## config.mk

```make
export PLATFORM = sky130hd
export DESIGN_NAME = fast_gate_a20_and_cpu_reset
export DESIGN_NICKNAME = d
export VERILOG_FILES = /design/src/fast_gate_a20_and_cpu_reset.v /design/src/kbc_port17_drive.v
export VERILOG_INCLUDE_DIRS = /design/src /design/src/src
export SDC_FILE = /design/constraint.sdc
export NUM_CORES = 1
export LEC_CHECK = 0
export BUFFER_PORTS_ARGS = -buffer_cell sky130_fd_sc_hd__buf_2
export CELL_PAD_IN_SITES_DETAIL_PLACEMENT = 2
export CELL_PAD_IN_SITES_GLOBAL_PLACEMENT = 2
export CORE_MARGIN = 5
export CORE_UTILIZATION = 31
export CTS_BUF_LIST = sky130_fd_sc_hd__clkbuf_8
export CTS_CLUSTER_DIAMETER = 100
export DETAILED_ROUTE_END_ITERATION = 12
export GPL_TIMING_DRIVEN = 0
export PLACE_DENSITY_LB_ADDON = 0.12
export SYNTH_ARGS = -nofsm -noshare
export SYNTH_HDL_FRONTEND = slang
export SYNTH_HIERARCHICAL = 1
export SYNTH_SLANG_ARGS = --single-unit
```

## constraint.sdc

```tcl
create_clock -name i_clk_sys -period 2.2 [get_ports i_clk_sys]
set_clock_uncertainty 0.15 [all_clocks]
set_input_delay 0.11 -clock i_clk_sys [delete_from_list [all_inputs] [get_ports i_clk_sys]]
set_output_delay 0.11 -clock i_clk_sys [all_outputs]
set_load 0.05 [all_outputs]
```

## src/fast_gate_regs.vh

```
// constants for the fast gate-A20 and alternate cpu reset port
// Operation
// RL1 - The control port is reachable only while bit 2 of the keyboard-reset/gate configuration register is one.
// RL2 - The control port is an 8-bit read/write register at I/O location 92h that resets to 24h.
// RL3 - Reserved bits read as fixed values: 7:6 as 00, 5 as 1, 4 and 3 as 0, 2 as 1.
// RL4 - Writing bit 1 sets the alternate gate line to the written value.
// RL5 - The address-20 mask output is low only when the keyboard gate bit and the alternate gate line are both low.
// RL6 - System reset drives the alternate gate line low.
// RL7 - System reset clears bit 0 and leaves the alternate reset pulse inactive high.
// RL8 - Writing a one to bit 0 gives one low reset pulse of at least 6 us after a delay of at least 14 us.
// RL9 - The shorter figures of 1 us width after 500 ns are also printed; the longer set is met, which covers both.
// RL10 - No further pulse is produced until bit 0 has gone back to zero by a host write or system reset.
// RL11 - When enabled, the pulse is ANDed with the keyboard reset and driven on the cpu reset output with configurable polarity.
// RL12 - In push mode port bit 17 drives low for zero, and for one drives high for a few clocks then releases to the pull-up.
// RL13 - In open-drain mode port bit 17 drives low for zero and tristates for one with no active high phase.
// RL14 - The keyboard controller port bit 21 is the software gate combined with the alternate gate line.
// RL15 - Two gate and reset sources exist: keyboard controller software and the fast control port.
// RL16 - While disabled, writes leave the port unchanged and reads do not drive the data bus.
// RL17 - Pulse delay and width are timed by a counter on the device clock, rounded up to meet the minimums.
`ifndef FAST_GATE_REGS_VH
`define FAST_GATE_REGS_VH

`define FG_PORT_ADDR 16'h0092
`define FG_PORT_RESET 8'h24
`define FG_CFG_EN_BIT 2
`define FG_BIT_RST 0
`define FG_BIT_GATE 1
`define FG_RSVD_MASK 8'hFC
`define FG_RSVD_VALUE 8'h24
`define FG_CLK_PERIOD_PS 8000
`define FG_DELAY_NS 14000
`define FG_WIDTH_NS 6000
`define FG_DELAY_CYC ((`FG_DELAY_NS * 1000 + `FG_CLK_PERIOD_PS - 1) / `FG_CLK_PERIOD_PS)
`define FG_WIDTH_CYC ((`FG_WIDTH_NS * 1000 + `FG_CLK_PERIOD_PS - 1) / `FG_CLK_PERIOD_PS)
`define FG_PUSH_HIGH_CYC 4

`endif

```

## src/fast_gate_a20_and_cpu_reset.v

```verilog
// fast gate-A20 and alternate cpu reset control port
`timescale 1ns/10ps
`default_nettype none
`include "fast_gate_regs.vh"
module fast_gate_a20_and_cpu_reset #(
  parameter DELAY_CYC = `FG_DELAY_CYC,
  parameter WIDTH_CYC = `FG_WIDTH_CYC
) (
  // clock and reset
  input wire i_clk_sys,
  input wire i_rst_b,
  // host i/o bus
  input wire [15:0] i_io_addr,
  input wire i_io_wr,
  input wire i_io_rd,
  input wire [7:0] i_io_wdata,
  output reg [7:0] o_io_rdata,
  output reg o_io_rdata_oe,
  // configuration
  input wire [7:0] i_kbd_reset_gate_cfg,
  input wire i_reset_polarity,
  input wire i_p17_open_drain,
  // keyboard controller side
  input wire i_kbc_gate_port_bit,
  input wire i_kbc_reset_n,
  input wire i_kbc_port_bit_seventeen,
  // outputs
  output reg o_alternate_gate_line,
  output reg o_fast_reset_pulse_n,
  output reg o_addr20_mask_out_n,
  output reg o_cpu_reset_out,
  output wire o_p17_out,
  output wire o_p17_oe_b
);
  localparam ST_IDLE = 2'd0;
  localparam ST_DELAY = 2'd1;
  localparam ST_PULSE = 2'd2;
  localparam ST_DONE = 2'd3;

  reg rst_bit_r;
  reg [1:0] state_r;
  reg [1:0] state_nxt;
  reg [11:0] cnt_r;
  reg [11:0] cnt_nxt;
  wire [11:0] delay_cyc = DELAY_CYC[11:0];
  wire [11:0] width_cyc = WIDTH_CYC[11:0];

  wire port_en = i_kbd_reset_gate_cfg[`FG_CFG_EN_BIT]; // RL1
  wire hit = (i_io_addr == `FG_PORT_ADDR) && port_en; // RL1 RL2
  wire wr_hit = hit && i_io_wr; // RL16
  wire [7:0] rd_val = (`FG_RSVD_VALUE & `FG_RSVD_MASK) |
    {6'h00, o_alternate_gate_line, rst_bit_r}; // RL3

  // register bits; reset equals 24h with both live bits clear
  always @(posedge i_clk_sys) begin
    if (!i_rst_b) begin
      rst_bit_r <= 1'b0; // RL7
      o_alternate_gate_line <= 1'b0; // RL6
    end else if (wr_hit) begin
      rst_bit_r <= i_io_wdata[`FG_BIT_RST];
      o_alternate_gate_line <= i_io_wdata[`FG_BIT_GATE]; // RL4
    end
  end

  // reads answer one cycle later; bus left undriven when disabled
  always @(posedge i_clk_sys) begin
    if (!i_rst_b) begin
      o_io_rdata <= 8'h00;
      o_io_rdata_oe <= 1'b0;
    end else begin
      o_io_rdata_oe <= hit && i_io_rd; // RL16
      o_io_rdata <= (hit && i_io_rd) ? rd_val : 8'h00; // RL2 RL3
    end
  end

  // pulse sequencer: delay, then low pulse, then wait for bit 0 clear
  always @* begin
    state_nxt = state_r;
    cnt_nxt = cnt_r;
    case (state_r)
      ST_IDLE: begin
        if (wr_hit && i_io_wdata[`FG_BIT_RST] && !rst_bit_r) begin
          state_nxt = ST_DELAY; // RL8
          cnt_nxt = delay_cyc - 12'd1;
        end
      end
      ST_DELAY: begin
        if (cnt_r == 12'd0) begin
          state_nxt = ST_PULSE; // RL8 RL9 RL17
          cnt_nxt = width_cyc - 12'd1;
        end else begin
          cnt_nxt = cnt_r - 12'd1; // RL17
        end
      end
      ST_PULSE: begin
        if (cnt_r == 12'd0) begin
          state_nxt = ST_DONE;
        end else begin
          cnt_nxt = cnt_r - 12'd1; // RL17
        end
      end
      ST_DONE: begin
        if (!rst_bit_r) begin
          state_nxt = ST_IDLE; // RL10
        end
      end
      default: begin
        state_nxt = ST_IDLE;
      end
    endcase
  end

  always @(posedge i_clk_sys) begin
    if (!i_rst_b) begin
      state_r <= ST_IDLE;
      cnt_r <= 12'h000;
    end else begin
      state_r <= state_nxt;
      cnt_r <= cnt_nxt;
    end
  end

  // outputs registered so the cpu pins never glitch
  always @(posedge i_clk_sys) begin
    if (!i_rst_b) begin
      o_fast_reset_pulse_n <= 1'b1; // RL7
      o_addr20_mask_out_n <= 1'b0;
      o_cpu_reset_out <= 1'b1;
    end else begin
      o_fast_reset_pulse_n <= (state_nxt != ST_PULSE); // RL8
      o_addr20_mask_out_n <= i_kbc_gate_port_bit |
        o_alternate_gate_line; // RL5 RL14 RL15
      // low-active combined reset, inverted when polarity selects high
      o_cpu_reset_out <= (i_kbc_reset_n &
        (o_fast_reset_pulse_n | ~port_en)) ^ i_reset_polarity; // RL11
    end
  end

  kbc_port17_drive #(
    .PUSH_CYC(`FG_PUSH_HIGH_CYC)
  ) u_p17 (
    .i_clk_sys(i_clk_sys),
    .i_rst_b(i_rst_b),
    .i_kbc_port_bit_seventeen(i_kbc_port_bit_seventeen),
    .i_open_drain(i_p17_open_drain),
    .o_p17_out(o_p17_out),
    .o_p17_oe_b(o_p17_oe_b)
  );
endmodule
`default_nettype wire

```

## src/kbc_port17_drive.v

```verilog
// port bit 17 output driver with push and open-drain modes
`timescale 1ns/10ps
`default_nettype none
`include "fast_gate_regs.vh"
module kbc_port17_drive #(
  parameter PUSH_CYC = `FG_PUSH_HIGH_CYC
) (
  // clock and reset
  input wire i_clk_sys,
  input wire i_rst_b,
  // port value and mode
  input wire i_kbc_port_bit_seventeen,
  input wire i_open_drain,
  // pin
  output reg o_p17_out,
  output wire o_p17_oe_b
);
  reg [7:0] boost_r;
  reg prev_r;
  wire [7:0] push_cyc = PUSH_CYC[7:0];

  // a short strong drive speeds the edge; the weak pull-up keeps the level
  always @(posedge i_clk_sys) begin
    if (!i_rst_b) begin
      boost_r <= 8'h00;
      prev_r <= 1'b1;
      o_p17_out <= 1'b1;
    end else begin
      prev_r <= i_kbc_port_bit_seventeen;
      o_p17_out <= i_kbc_port_bit_seventeen;
      if (!i_kbc_port_bit_seventeen || i_open_drain) begin
        boost_r <= 8'h00; // RL13
      end else if (!prev_r) begin
        boost_r <= push_cyc; // RL12
      end else if (boost_r != 8'h00) begin
        boost_r <= boost_r - 8'h01; // RL12
      end
    end
  end

  assign o_p17_oe_b = ~(~o_p17_out | (boost_r != 8'h00)); // RL12 RL13
endmodule
`default_nettype wire

```

==> impl_metrics.yaml, run 1 <==
clock_tree:
  numCtsBuffers: 5
  cts_tree: "built"
  clock_latency_ns: 0.29
  cts_root_buf: "clkbuf_8"
  clock_path_buffers: 2
  cts_sinks: 31
  htree_num_levels: 2
  path_clk_slew_ns: 0.07
timing:
  fmax_mhz: 469
  worst-slew-pin-transition_ns: 0.545
  layout_min_cycle_time_ns: 2.13
  drv_slew: 0
  max-slew-margin-rel_pct: 63.7
  hold_violations: 0
  setup_viol: 0
  post-route-period-util_pct: 96.9
yosys:
  synth-main-ff-cell: "dfxtp_1"
  synth_edf_count: 0
  synth_cell_types: 56
  synth-simple-area-share_pct: 29.0
  avgSynthCellArea_um2: 8.64
  synth_seq_cells: 31
  synthCells: 220
  async_reset_ff_share_pct: 0
  yosysTopAreaCell: "dfxtp_1"
  synthMuxAreaShare_pct: 1.58
  synth_fa_ha_area_share_pct: 6.58
  synth_xor_xnor_area_share_pct: 0.922
  synth_warnings: 6
  synth_top_family_by_area: "simple AND/OR/NAND/NOR gates"
  synth.area.top_cells: "dfxtp_1 (33%), ha_1 (6.6%), o21ai_0 (3.7%)"
  synth.top_cell.area_share_pct: 32.7
  synth_compound_area_share_pct: 22.8
  synth_seq_area_share_pct: 32.7
  synth_area_um2: 1900
critical_path:
  rr_startpoint: "cnt_r[0]"
  rr_endpoint: "cnt_r[8]"
  crit_type: "register to register"
  startpoint_type: "register"
  r2r_setup_slack_ns: 0.07
  ff2ff_path_depth: 7
  end_kind: "register"
  critPathArrivalTime_ns: 2.16
  path_max_fanout: 5
  required_ns: 2.23
power:
  power_density_nw_per_um2: 767
  p_leak_nw: 1.07
  switchingPower_mw: 0.700
  pwr-share-clk_pct: 31.0
  p_comb_share_pct: 34.7
  p_int_mw: 1.23
  switching_share_pct: 36.3
  ir_drop_uv: 267
  p_total_mw: 1.93
  p_seq_share_pct: 34.3
drt:
  drc: 0
  ant_nets: 0
  viasPerCell: 5.50
  wl_per_cell_um: 17.9
  routed_wirelength_um: 6350
  drt_first_iter_violations: 29
  dr.pass1.iters: 4
  vias: 1951
floorplan:
  core_area_um2: 5960
  rows: 28
  io_pins: 56
  die_y_um: 88.3
  design.die.area_um2: 7800
  start_util_pct: 31.9
  die_w_um: 88.3
grt:
  grt_pass1_vias: 2075
  grt.total_usage_pct: 17.0
  overflow: 0
  antenna_found_initial: 0
  grt_pass1_wl_um: 10400
  grt_max_degree: 12
placement:
  placed_area_um2: 2200
  routabilityCongestion: 0.770
  port_buffers: 38
  hpwl_um: 4540
finish:
  final_nets: 330
  fillers: 696
  fin_area_um2: 2510
  antenna_cells: 0
  synthToLayoutAreaGrowth_pct: 32.3
  drive_gt1_share_pct: 32.1
status:
  status: "finished, final reports clean"
min_path:
  min_path_type: "input port to register"
  hold_depth: 4
  whs_endpoint: "o_cpu_reset_out"
  hold_start: "i_kbc_reset_n"
flow_run:
  cap_violations: 0
## repair_timing
item                                   4_1_cts  5_1_grt
setup endpoints to repair                   14       11
hold buffers                                 9        0
setup buffers                                0        3
resized for setup                           10       18
pin swaps                                    0        5
endpoints found under the hold margin        7        0
## area by class of cell
| cell class | instances | area (um2) | area share (%) |
|---|---|---|---|
| clock inverters | 2 | 35.0 | 1.39 |
| clock buffers | 6 | 82.6 | 3.28 |
| well taps | 75 | 93.8 | 3.73 |
| repair buffers | 50 | 303 | 12.0 |
| flip-flops and latches | 31 | 628 | 25.0 |
| multi-input cells | 167 | 1250 | 49.7 |
| inverters | 12 | 47.5 | 1.89 |
| plain buffers | 12 | 75.1 | 2.99 |
## Yosys cell counts (4+ instances only)
master,count
nand2_1,11
nor2_1,13
and2_1,5
clkbuf_1,6
buf_4,6
nor4_1,4
nand4_1,4
a31oi_1,6
a21oi_1,13
o211ai_1,4
or4_1,5
dfxtp_1,31
nor3_1,10
inv_1,12
a32o_1,4
o21ai_0,14
ha_1,10
o31ai_1,5
or3_1,5
## cells in the final DEF (no fill, tap or decap), drive strengths merged, types with 4 or more instances in the layout
master,n
buf,48
dfxtp,31
o21ai,15
a21oi,13
nor2,13
inv,12
nand2,11
clkbuf,11
nor3,10
ha,10
dlygate4sd3,9
nor4,7
or3,6
or4,6
a31oi,6
and2,5
o31ai,5
nand4,5
o211ai,4
a32o,4
conb,4
## worst max-delay path, cell delays in order (launching register included)
cell and delay, ns:
dfxtp_4 0.37, inv_4 0.06, ha_4 0.12, nor4b_4 0.30
a31oi_4 0.14, or2_4 0.28, a311o_1 0.36, a32o_1 0.22
## flip-flops by register name, summed over array words and instances, names as in the netlist, 2 cells and up
register       flops
cnt_r             12
u_p17/boost_r      8
o_io_rdata         3
state_r            2
## per-layer routing
layer | wire length [um] | track usage, % | vias to the layer above
met3 | 180 | 2.61 | 7
met1 | 2760 | 19.7 | 971
met2 | 3350 | 32.6 | 23
met4 | 65 | 4.12 | 0
met5 | 0 | 0 | -
li1 | - | - | 950
## worst max-delay path by stage
stage / startpoint / to / slack (ns) / cells past startpoint
floorplan: cnt_r[0] / cnt_r[8] / 0.25 / 7
global route: cnt_r[0] / cnt_r[8] / -0.005 / 7
CTS: cnt_r[0] / cnt_r[8] / -0.002 / 7
detailed placement: state_r[1] / cnt_r[1] / -0.19 / 8
global placement: state_r[1] / cnt_r[1] / -0.18 / 8
finish: cnt_r[0] / cnt_r[8] / 0.07 / 7
## through the flow
| stage | hold WS [ns] | std cells | utilization [%] | setup slack, ns | TNS [ns] |
|---|---|---|---|---|---|
| 2_1_floorplan | 0.0330 | 223 | - | 0.254 | 0 |
| 3_3_place_gp | 0.173 | 336 | 36.9 | -0.177 | -0.828 |
| 3_5_place_dp | 0.203 | 336 | 36.9 | -0.191 | -1.01 |
| 4_1_cts | 0.0227 | 352 | 40.9 | -0.00164 | -0.00164 |
| 5_1_grt | 0.0686 | 355 | 42.2 | -0.00509 | -0.00509 |
| 6_report | 0.0171 | 355 | 42.2 | 0.0684 | 0 |
## kinds of logic after synthesis
kind of cell               Yosys count
and+or+nand+nor                     84
AOI/OAI and AO/OA                   64
DFF                                 31
buffers and inverters               25
adders and majority gates           10
muxes                                3
xor gates and xnor gates             2
other                                1
## power groups by stage
stage | sequential (mW) | clock [mW] | combinational (mW)
2_1_floorplan | 0.677 | 0 | 0.404
3_3_place_gp | 0.665 | 0 | 0.592
3_5_place_dp | 0.666 | 0 | 0.597
4_1_cts | 0.654 | 0.615 | 0.634
5_1_grt | 0.669 | 0.634 | 0.726
6_report | 0.661 | 0.598 | 0.670
No activity file was read; power rests on OpenSTA's default activity.
==> inputs of run 2 (changes only) <==
--- a/config.mk
+++ b/config.mk
@@ -6,14 +6,14 @@
 export SDC_FILE = /design/constraint.sdc
 export NUM_CORES = 1
 export LEC_CHECK = 0
-export BUFFER_PORTS_ARGS = -buffer_cell sky130_fd_sc_hd__buf_2
 export CELL_PAD_IN_SITES_DETAIL_PLACEMENT = 2
 export CELL_PAD_IN_SITES_GLOBAL_PLACEMENT = 2
 export CORE_MARGIN = 5
-export CORE_UTILIZATION = 31
+export CORE_UTILIZATION = 35
 export CTS_BUF_LIST = sky130_fd_sc_hd__clkbuf_8
 export CTS_CLUSTER_DIAMETER = 100
 export DETAILED_ROUTE_END_ITERATION = 12
+export DONT_BUFFER_PORTS = 1
 export GPL_TIMING_DRIVEN = 0
 export PLACE_DENSITY_LB_ADDON = 0.12
 export SYNTH_ARGS = -nofsm -noshare
==> run 2 against run 1 <==
Core utilization up 3.1 points. Register-to-register slack worse by 0.05 ns. Setup slack worse by 0.053 ns. Die area down 10%. Sequential power up 4.7%. Non-clock buffer count down 33. Highest routed layer unchanged. Largest cell class unchanged. Final cell count down 11%. Maximum frequency down 2.4%. First-iteration DRC count rose to 3.9 times the previous value. Sequential share of layout area up 1.7 points.
==> impl_metrics.yaml, run 2 (same netlist as run 1, synthesis figures left out) <==
status:
  status: "finished, final reports clean"
placement:
  dp.cells: 293
  hpwl_um: 4450
  routabilityCongestion: 0.805
  place_ws_ns: -0.237
  placed_area_um2: 2000
  port_buffers: 0
critical_path:
  end_kind: "register"
  crit_type: "register to register"
  ff2ff_path_depth: 5
  rr_startpoint: "cnt_r[4]"
  r2r_setup_slack_ns: 0.02
  required_ns: 2.23
  critPathArrivalTime_ns: 2.21
  rr_endpoint: "cnt_r[9]"
  path_max_fanout: 7
  startpoint_type: "register"
timing:
  setup_viol: 0
  tns_ns: 0
  fin_ws_ns: 0.0156
  hold_ws_ns: 0.0264
  fmax_mhz: 458
  max-slew-margin-rel_pct: 60.5
  post-route-period-util_pct: 99.3
  hold_violations: 0
  worst-slew-pin-transition_ns: 0.592
  drv_slew: 0
  layout_min_cycle_time_ns: 2.18
drt:
  ant_nets: 0
  vias: 1890
  dr.pass1.iters: 4
  met1_length_um: 2900
  wl_met3_um: 264
  maxUsedRoutingLayer: "met4"
  viasPerCell: 5.96
  routed_wirelength_um: 6720
  met2_length_um: 3440
  drc: 0
  drt_first_iter_violations: 114
  wl_per_cell_um: 21.2
finish:
  fin_util_pct: 45.3
  antenna_cells: 0
  top_register: "cnt_r"
  final_nets: 297
  final_common_cell: "dfxtp_1"
  fillers: 567
  final_cell_mix: "dfxtp_1 (28), o21ai_0 (14), a21oi_1 (12), buf_4 (12)"
  reg_top3: "cnt_r x12, u_p17/boost_r x8, o_io_rdata x3"
  largest_reg_flops: 12
  layoutNonFillerInstCount: 317
  drive_gt1_share_pct: 22.7
  synthToLayoutAreaGrowth_pct: 24.1
  fin_area_um2: 2360
floorplan:
  core_area_um2: 5200
  design.die.area_um2: 7000
  die_w_um: 83.7
  io_pins: 56
  rows: 26
  start_util_pct: 36.5
  die_y_um: 83.7
grt:
  grt_max_degree: 11
  grt_pass1_wl_um: 10700
  grt_pass1_vias: 2017
  antenna_found_initial: 0
  grt.total_usage_pct: 18.8
  overflow: 0
power:
  ir_drop_uv: 331
  p_leak_nw: 0.927
  power_density_nw_per_um2: 791
  p_total_mw: 1.87
min_path:
  hold_depth: 3
  hold_start: "i_kbc_port_bit_seventeen"
  min_path_type: "input port to register"
  whs_endpoint: "u_p17/boost_r[7]"
clock_tree:
  clock_latency_ns: 0.29
  path_clk_slew_ns: 0.07
  cts_tree: "built"
  cts_sinks: 31
  numCtsBuffers: 5
  cts_root_buf: "clkbuf_8"
  htree_num_levels: 2
  clock_path_buffers: 2
flow_run:
  cap_violations: 0
-- run 2: changes by cell type in the layout (fill, tap and decap cells not counted), sizes merged --
| cell | delta |
|---|---|
| clkinv | -1 |
| buf | -35 |
| dlygate4sd3 | +2 |
| bufinv | -1 |
| clkbuf | +1 |
| inv | +1 |
-- run 2: power by group --
group / switching, mW / internal (mW) / total [mW]
combinational: 0.405 / 0.256 / 0.660
sequential: 0.0892 / 0.603 / 0.692
clock: 0.233 / 0.281 / 0.514
-- run 2: metal layers --
metal,track usage [%],up-vias
li1,-,883
met1,22.8,949
met2,33.0,45
met3,4.24,13
met4,5.26,0
met5,0,-
-- run 2: worst max-delay path, cell delays in order, from the launching register on --
cell,delay [ns]
dfxtp_1,0.41
or3_1,0.45
or2_1,0.30
o32ai_1,0.33
a31oi_1,0.16
a31o_2,0.27
-- run 2: repair_timing --
item | 4_1_cts | 5_1_grt
buffers inserted | 0 | 6
endpoints found under the setup margin | 11 | 15
hold buffers | 11 | 0
pin swaps | 0 | 9
gates resized for setup | 8 | 26
endpoints found under the hold margin | 15 | 0
-- run 2: worst max-delay path by stage --
stage                from       end  slack (ns)  cells after the start
2_1_floorplan    cnt_r[0]  cnt_r[8]        0.25                      7
3_3_place_gp   state_r[1]  cnt_r[1]       -0.12                      8
3_5_place_dp   state_r[1]  cnt_r[1]       -0.24                      8
4_1_cts          cnt_r[0]  cnt_r[8]      -0.008                      7
5_1_grt          cnt_r[0]  cnt_r[9]       -0.05                      8
6_report         cnt_r[4]  cnt_r[9]        0.02                      5
-- run 2: layout make-up --
class	count	area [um2]	area share (%)
multi-input cells	167	1260	53.5
flip-flops and latches	31	629	26.7
repair buffers	17	155	6.58
clock buffers	7	96.3	4.08
well taps	70	87.6	3.71
plain buffers	12	75.1	3.18
inverters	12	50.0	2.12
clock inverters	1	3.75	0.159
==> inputs of run 3 (changes only) <==
--- a/config.mk
+++ b/config.mk
@@ -6,6 +6,7 @@
 export SDC_FILE = /design/constraint.sdc
 export NUM_CORES = 1
 export LEC_CHECK = 0
+export CAP_MARGIN = 15
 export CELL_PAD_IN_SITES_DETAIL_PLACEMENT = 2
 export CELL_PAD_IN_SITES_GLOBAL_PLACEMENT = 2
 export CORE_MARGIN = 5
@@ -18,5 +19,4 @@
 export PLACE_DENSITY_LB_ADDON = 0.12
 export SYNTH_ARGS = -nofsm -noshare
 export SYNTH_HDL_FRONTEND = slang
-export SYNTH_HIERARCHICAL = 1
 export SYNTH_SLANG_ARGS = --single-unit
==> run 3 against run 2 <==
Sequential power is 0.6% lower. Combinational power rose by 20%. Final cell count shrank 0.95%. Largest power group is now combinational logic.
==> impl_metrics.yaml, run 3 <==
timing:
  max-slew-margin-rel_pct: 60.0
  worst-slew-pin-transition_ns: 0.600
  setup_viol: 0
  layout_min_cycle_time_ns: 2.15
  fmax_mhz: 465
  hold_violations: 0
  post-route-period-util_pct: 97.7
  drv_slew: 0
floorplan:
  start_util_pct: 35.9
  rows: 26
  die_w_um: 82.4
  io_pins: 56
  design.die.area_um2: 6780
  die_y_um: 82.4
  core_area_um2: 5110
finish:
  reg_top3: "cnt_r x12, u_p17.boost_r x8, o_io_rdata x3"
  top_register: "cnt_r"
  largest_reg_flops: 12
  final_common_cell: "dfxtp_1"
  fin_area_um2: 2290
  regArea_um2: 624
  synthToLayoutAreaGrowth_pct: 25.0
  drive_gt1_share_pct: 21.3
  fillers: 575
  final_cell_mix: "dfxtp_1 (28), nor2_1 (22), inv_1 (14)"
  multiInputGateArea_um2: 1200
  antenna_cells: 0
  final_nets: 293
placement:
  placed_area_um2: 1930
  routabilityCongestion: 0.812
  hpwl_um: 4410
  port_buffers: 0
yosys:
  synth.top_cell.area_share_pct: 33.9
  synth_seq_area_share_pct: 33.9
  synth-simple-area-share_pct: 26.3
  yosysTopAreaCell: "dfxtp_1"
  synth_compound_area_share_pct: 21.5
  synth_warnings: 0
  async_reset_ff_share_pct: 0
  synth_cell_types: 51
  synthMuxAreaShare_pct: 1.09
  synth_xor_xnor_area_share_pct: 2.87
  synth_area_um2: 1830
  yosysMostFrequentCell: "dfxtp_1"
  synth_seq_cells: 31
  synth_edf_count: 0
  synth_fa_ha_area_share_pct: 6.14
  synthTopCellsByCount: "dfxtp_1 (31), nor2_1 (25), inv_1 (14), o21ai_0 (14), nand2_1 (12)"
  synth.area.top_cells: "dfxtp_1 (34%), ha_1 (6.1%), nor2_1 (5.1%)"
  synth-main-ff-cell: "dfxtp_1"
  avgSynthCellArea_um2: 8.26
  synth_top_family_by_area: "simple AND/OR/NAND/NOR gates"
  synthCells: 222
grt:
  gr-max-usage-layer: "met2"
  grt_pass1_wl_um: 10500
  gr-usage-met2_pct: 40.2
  overflow: 0
  grtUsageMet3_pct: 3.90
  antenna_found_initial: 0
  gr-usage-met1_pct: 21.6
  grt_pass1_vias: 2023
  grt_max_degree: 11
  grt.total_usage_pct: 20.8
critical_path:
  crit_type: "register to register"
  crit_chain: "buf_2 -> or4_4 -> or3_4 -> o22ai_2 -> a31oi_1 -> a31o_1"
  crit_path_top_delay_cell: "or4_4"
  path_max_fanout: 9
  startpoint_type: "register"
  crit_path_max_incr_delay_ns: 0.59
  required_ns: 2.23
  critPathArrivalTime_ns: 2.18
  end_kind: "register"
clock_tree:
  clock_path_buffers: 2
  cts_tree: "built"
  cts_sinks: 31
  htree_num_levels: 2
  clock_latency_ns: 0.29
  numCtsBuffers: 5
  cts_root_buf: "clkbuf_8"
  path_clk_slew_ns: 0.07
power:
  p_leak_nw: 0.914
  power_density_nw_per_um2: 907
  p_total_mw: 2.08
  ir_drop_uv: 325
drt:
  drc: 0
  drt_first_iter_violations: 72
  wl_per_cell_um: 21.5
  ant_nets: 0
  viasPerCell: 5.75
  routed_wirelength_um: 6740
  vias: 1804
  dr.pass1.iters: 4
status:
  status: "finished, final reports clean"
min_path:
  min_path_type: "input port to register"
flow_run:
  cap_violations: 0
==> run 3: changes by cell type in the layout (fill, tap and decap cells not counted), moves of 3 or more <==
cell      before  now
o21ai_0       14   11
nand3_1        2    6
inv_1         11   14
a21oi_1       12    8
nor2_1        11   22
nand2b_1       1    4
xor2_1         1    4
==> run 3: routing by layer <==
layer,routed length (um),vias to the layer above
li1,-,846
met3,236,13
met1,2530,908
met4,172,0
met5,0,-
met2,3800,37
==> run 3: logic make-up after synthesis <==
logic type,Yosys count
AO/OA/AOI/OAI,58
XOR/XNOR,6
adder cells (fa/ha/maj),9
buffers and inverters,30
flip-flops,31
multiplexers,2
other,1
AND/OR/NAND/NOR,85
==> run 3: final timing paths <==
check,from,to,slack [ns],cells past startpoint
worst max-delay path,cnt_r[4],cnt_r[10],0.05,6
worst max register to register,cnt_r[4],cnt_r[10],0.05,6
worst min-delay path,i_io_addr[2],o_io_rdata[0],0.04,4
worst min register to register,u_p17.boost_r[3],u_p17.boost_r[3],0.33,2
==> run 3: critical path: cells and delay by family, from the launching register on <==
family,cells,cell delay (ns)
AO/OA/AOI/OAI,3,0.45
AND/OR/NAND/NOR,2,0.97
flip-flops,1,0.30
buffers and inverters,1,0.18
==> run 3: layout make-up <==
cell class              count  area share, %
inverters                  14           2.29
plain buffers              15           4.37
flip-flops and latches     31           27.3
clock buffers               6           3.60
clock inverters             2           1.53
well taps                  70           3.82
multi-input cells         164           52.2
repair buffers             12           4.92
==> run 3: where the power goes <==
part,internal [mW],switching (mW),leakage (nW)
clock network,0.366,0.229,0.0612
logic,0.300,0.495,0.600
registers,0.607,0.0807,0.253
total,1.27,0.804,0.914
==> run 3: through the flow <==
step / instances / TNS [ns] / utilization (%) / setup WS (ns) / hold WS, ns
after floorplan: 225 / 0 / - / 0.148 / 0.0328
after global placement: 295 / -2.63 / 37.8 / -0.283 / 0.0362
after detailed placement: 295 / -4.34 / 37.8 / -0.413 / 0.0402
after CTS: 312 / 0 / 42.8 / 0.0129 / 0.0100
after global routing: 314 / -0.0917 / 44.9 / -0.0322 / 0.0530
final: 314 / 0 / 44.9 / 0.0501 / 0.0355
==> run 3: what timing repair did <==
| action | 4_1_cts | 5_1_grt |
|---|---|---|
| buffers inserted | 1 | 2 |
| hold endpoints to repair | 11 | 0 |
| setup endpoints to repair | 16 | 12 |
| pin swaps | 1 | 5 |
| hold buffers | 9 | 0 |
| resized for setup | 10 | 25 |
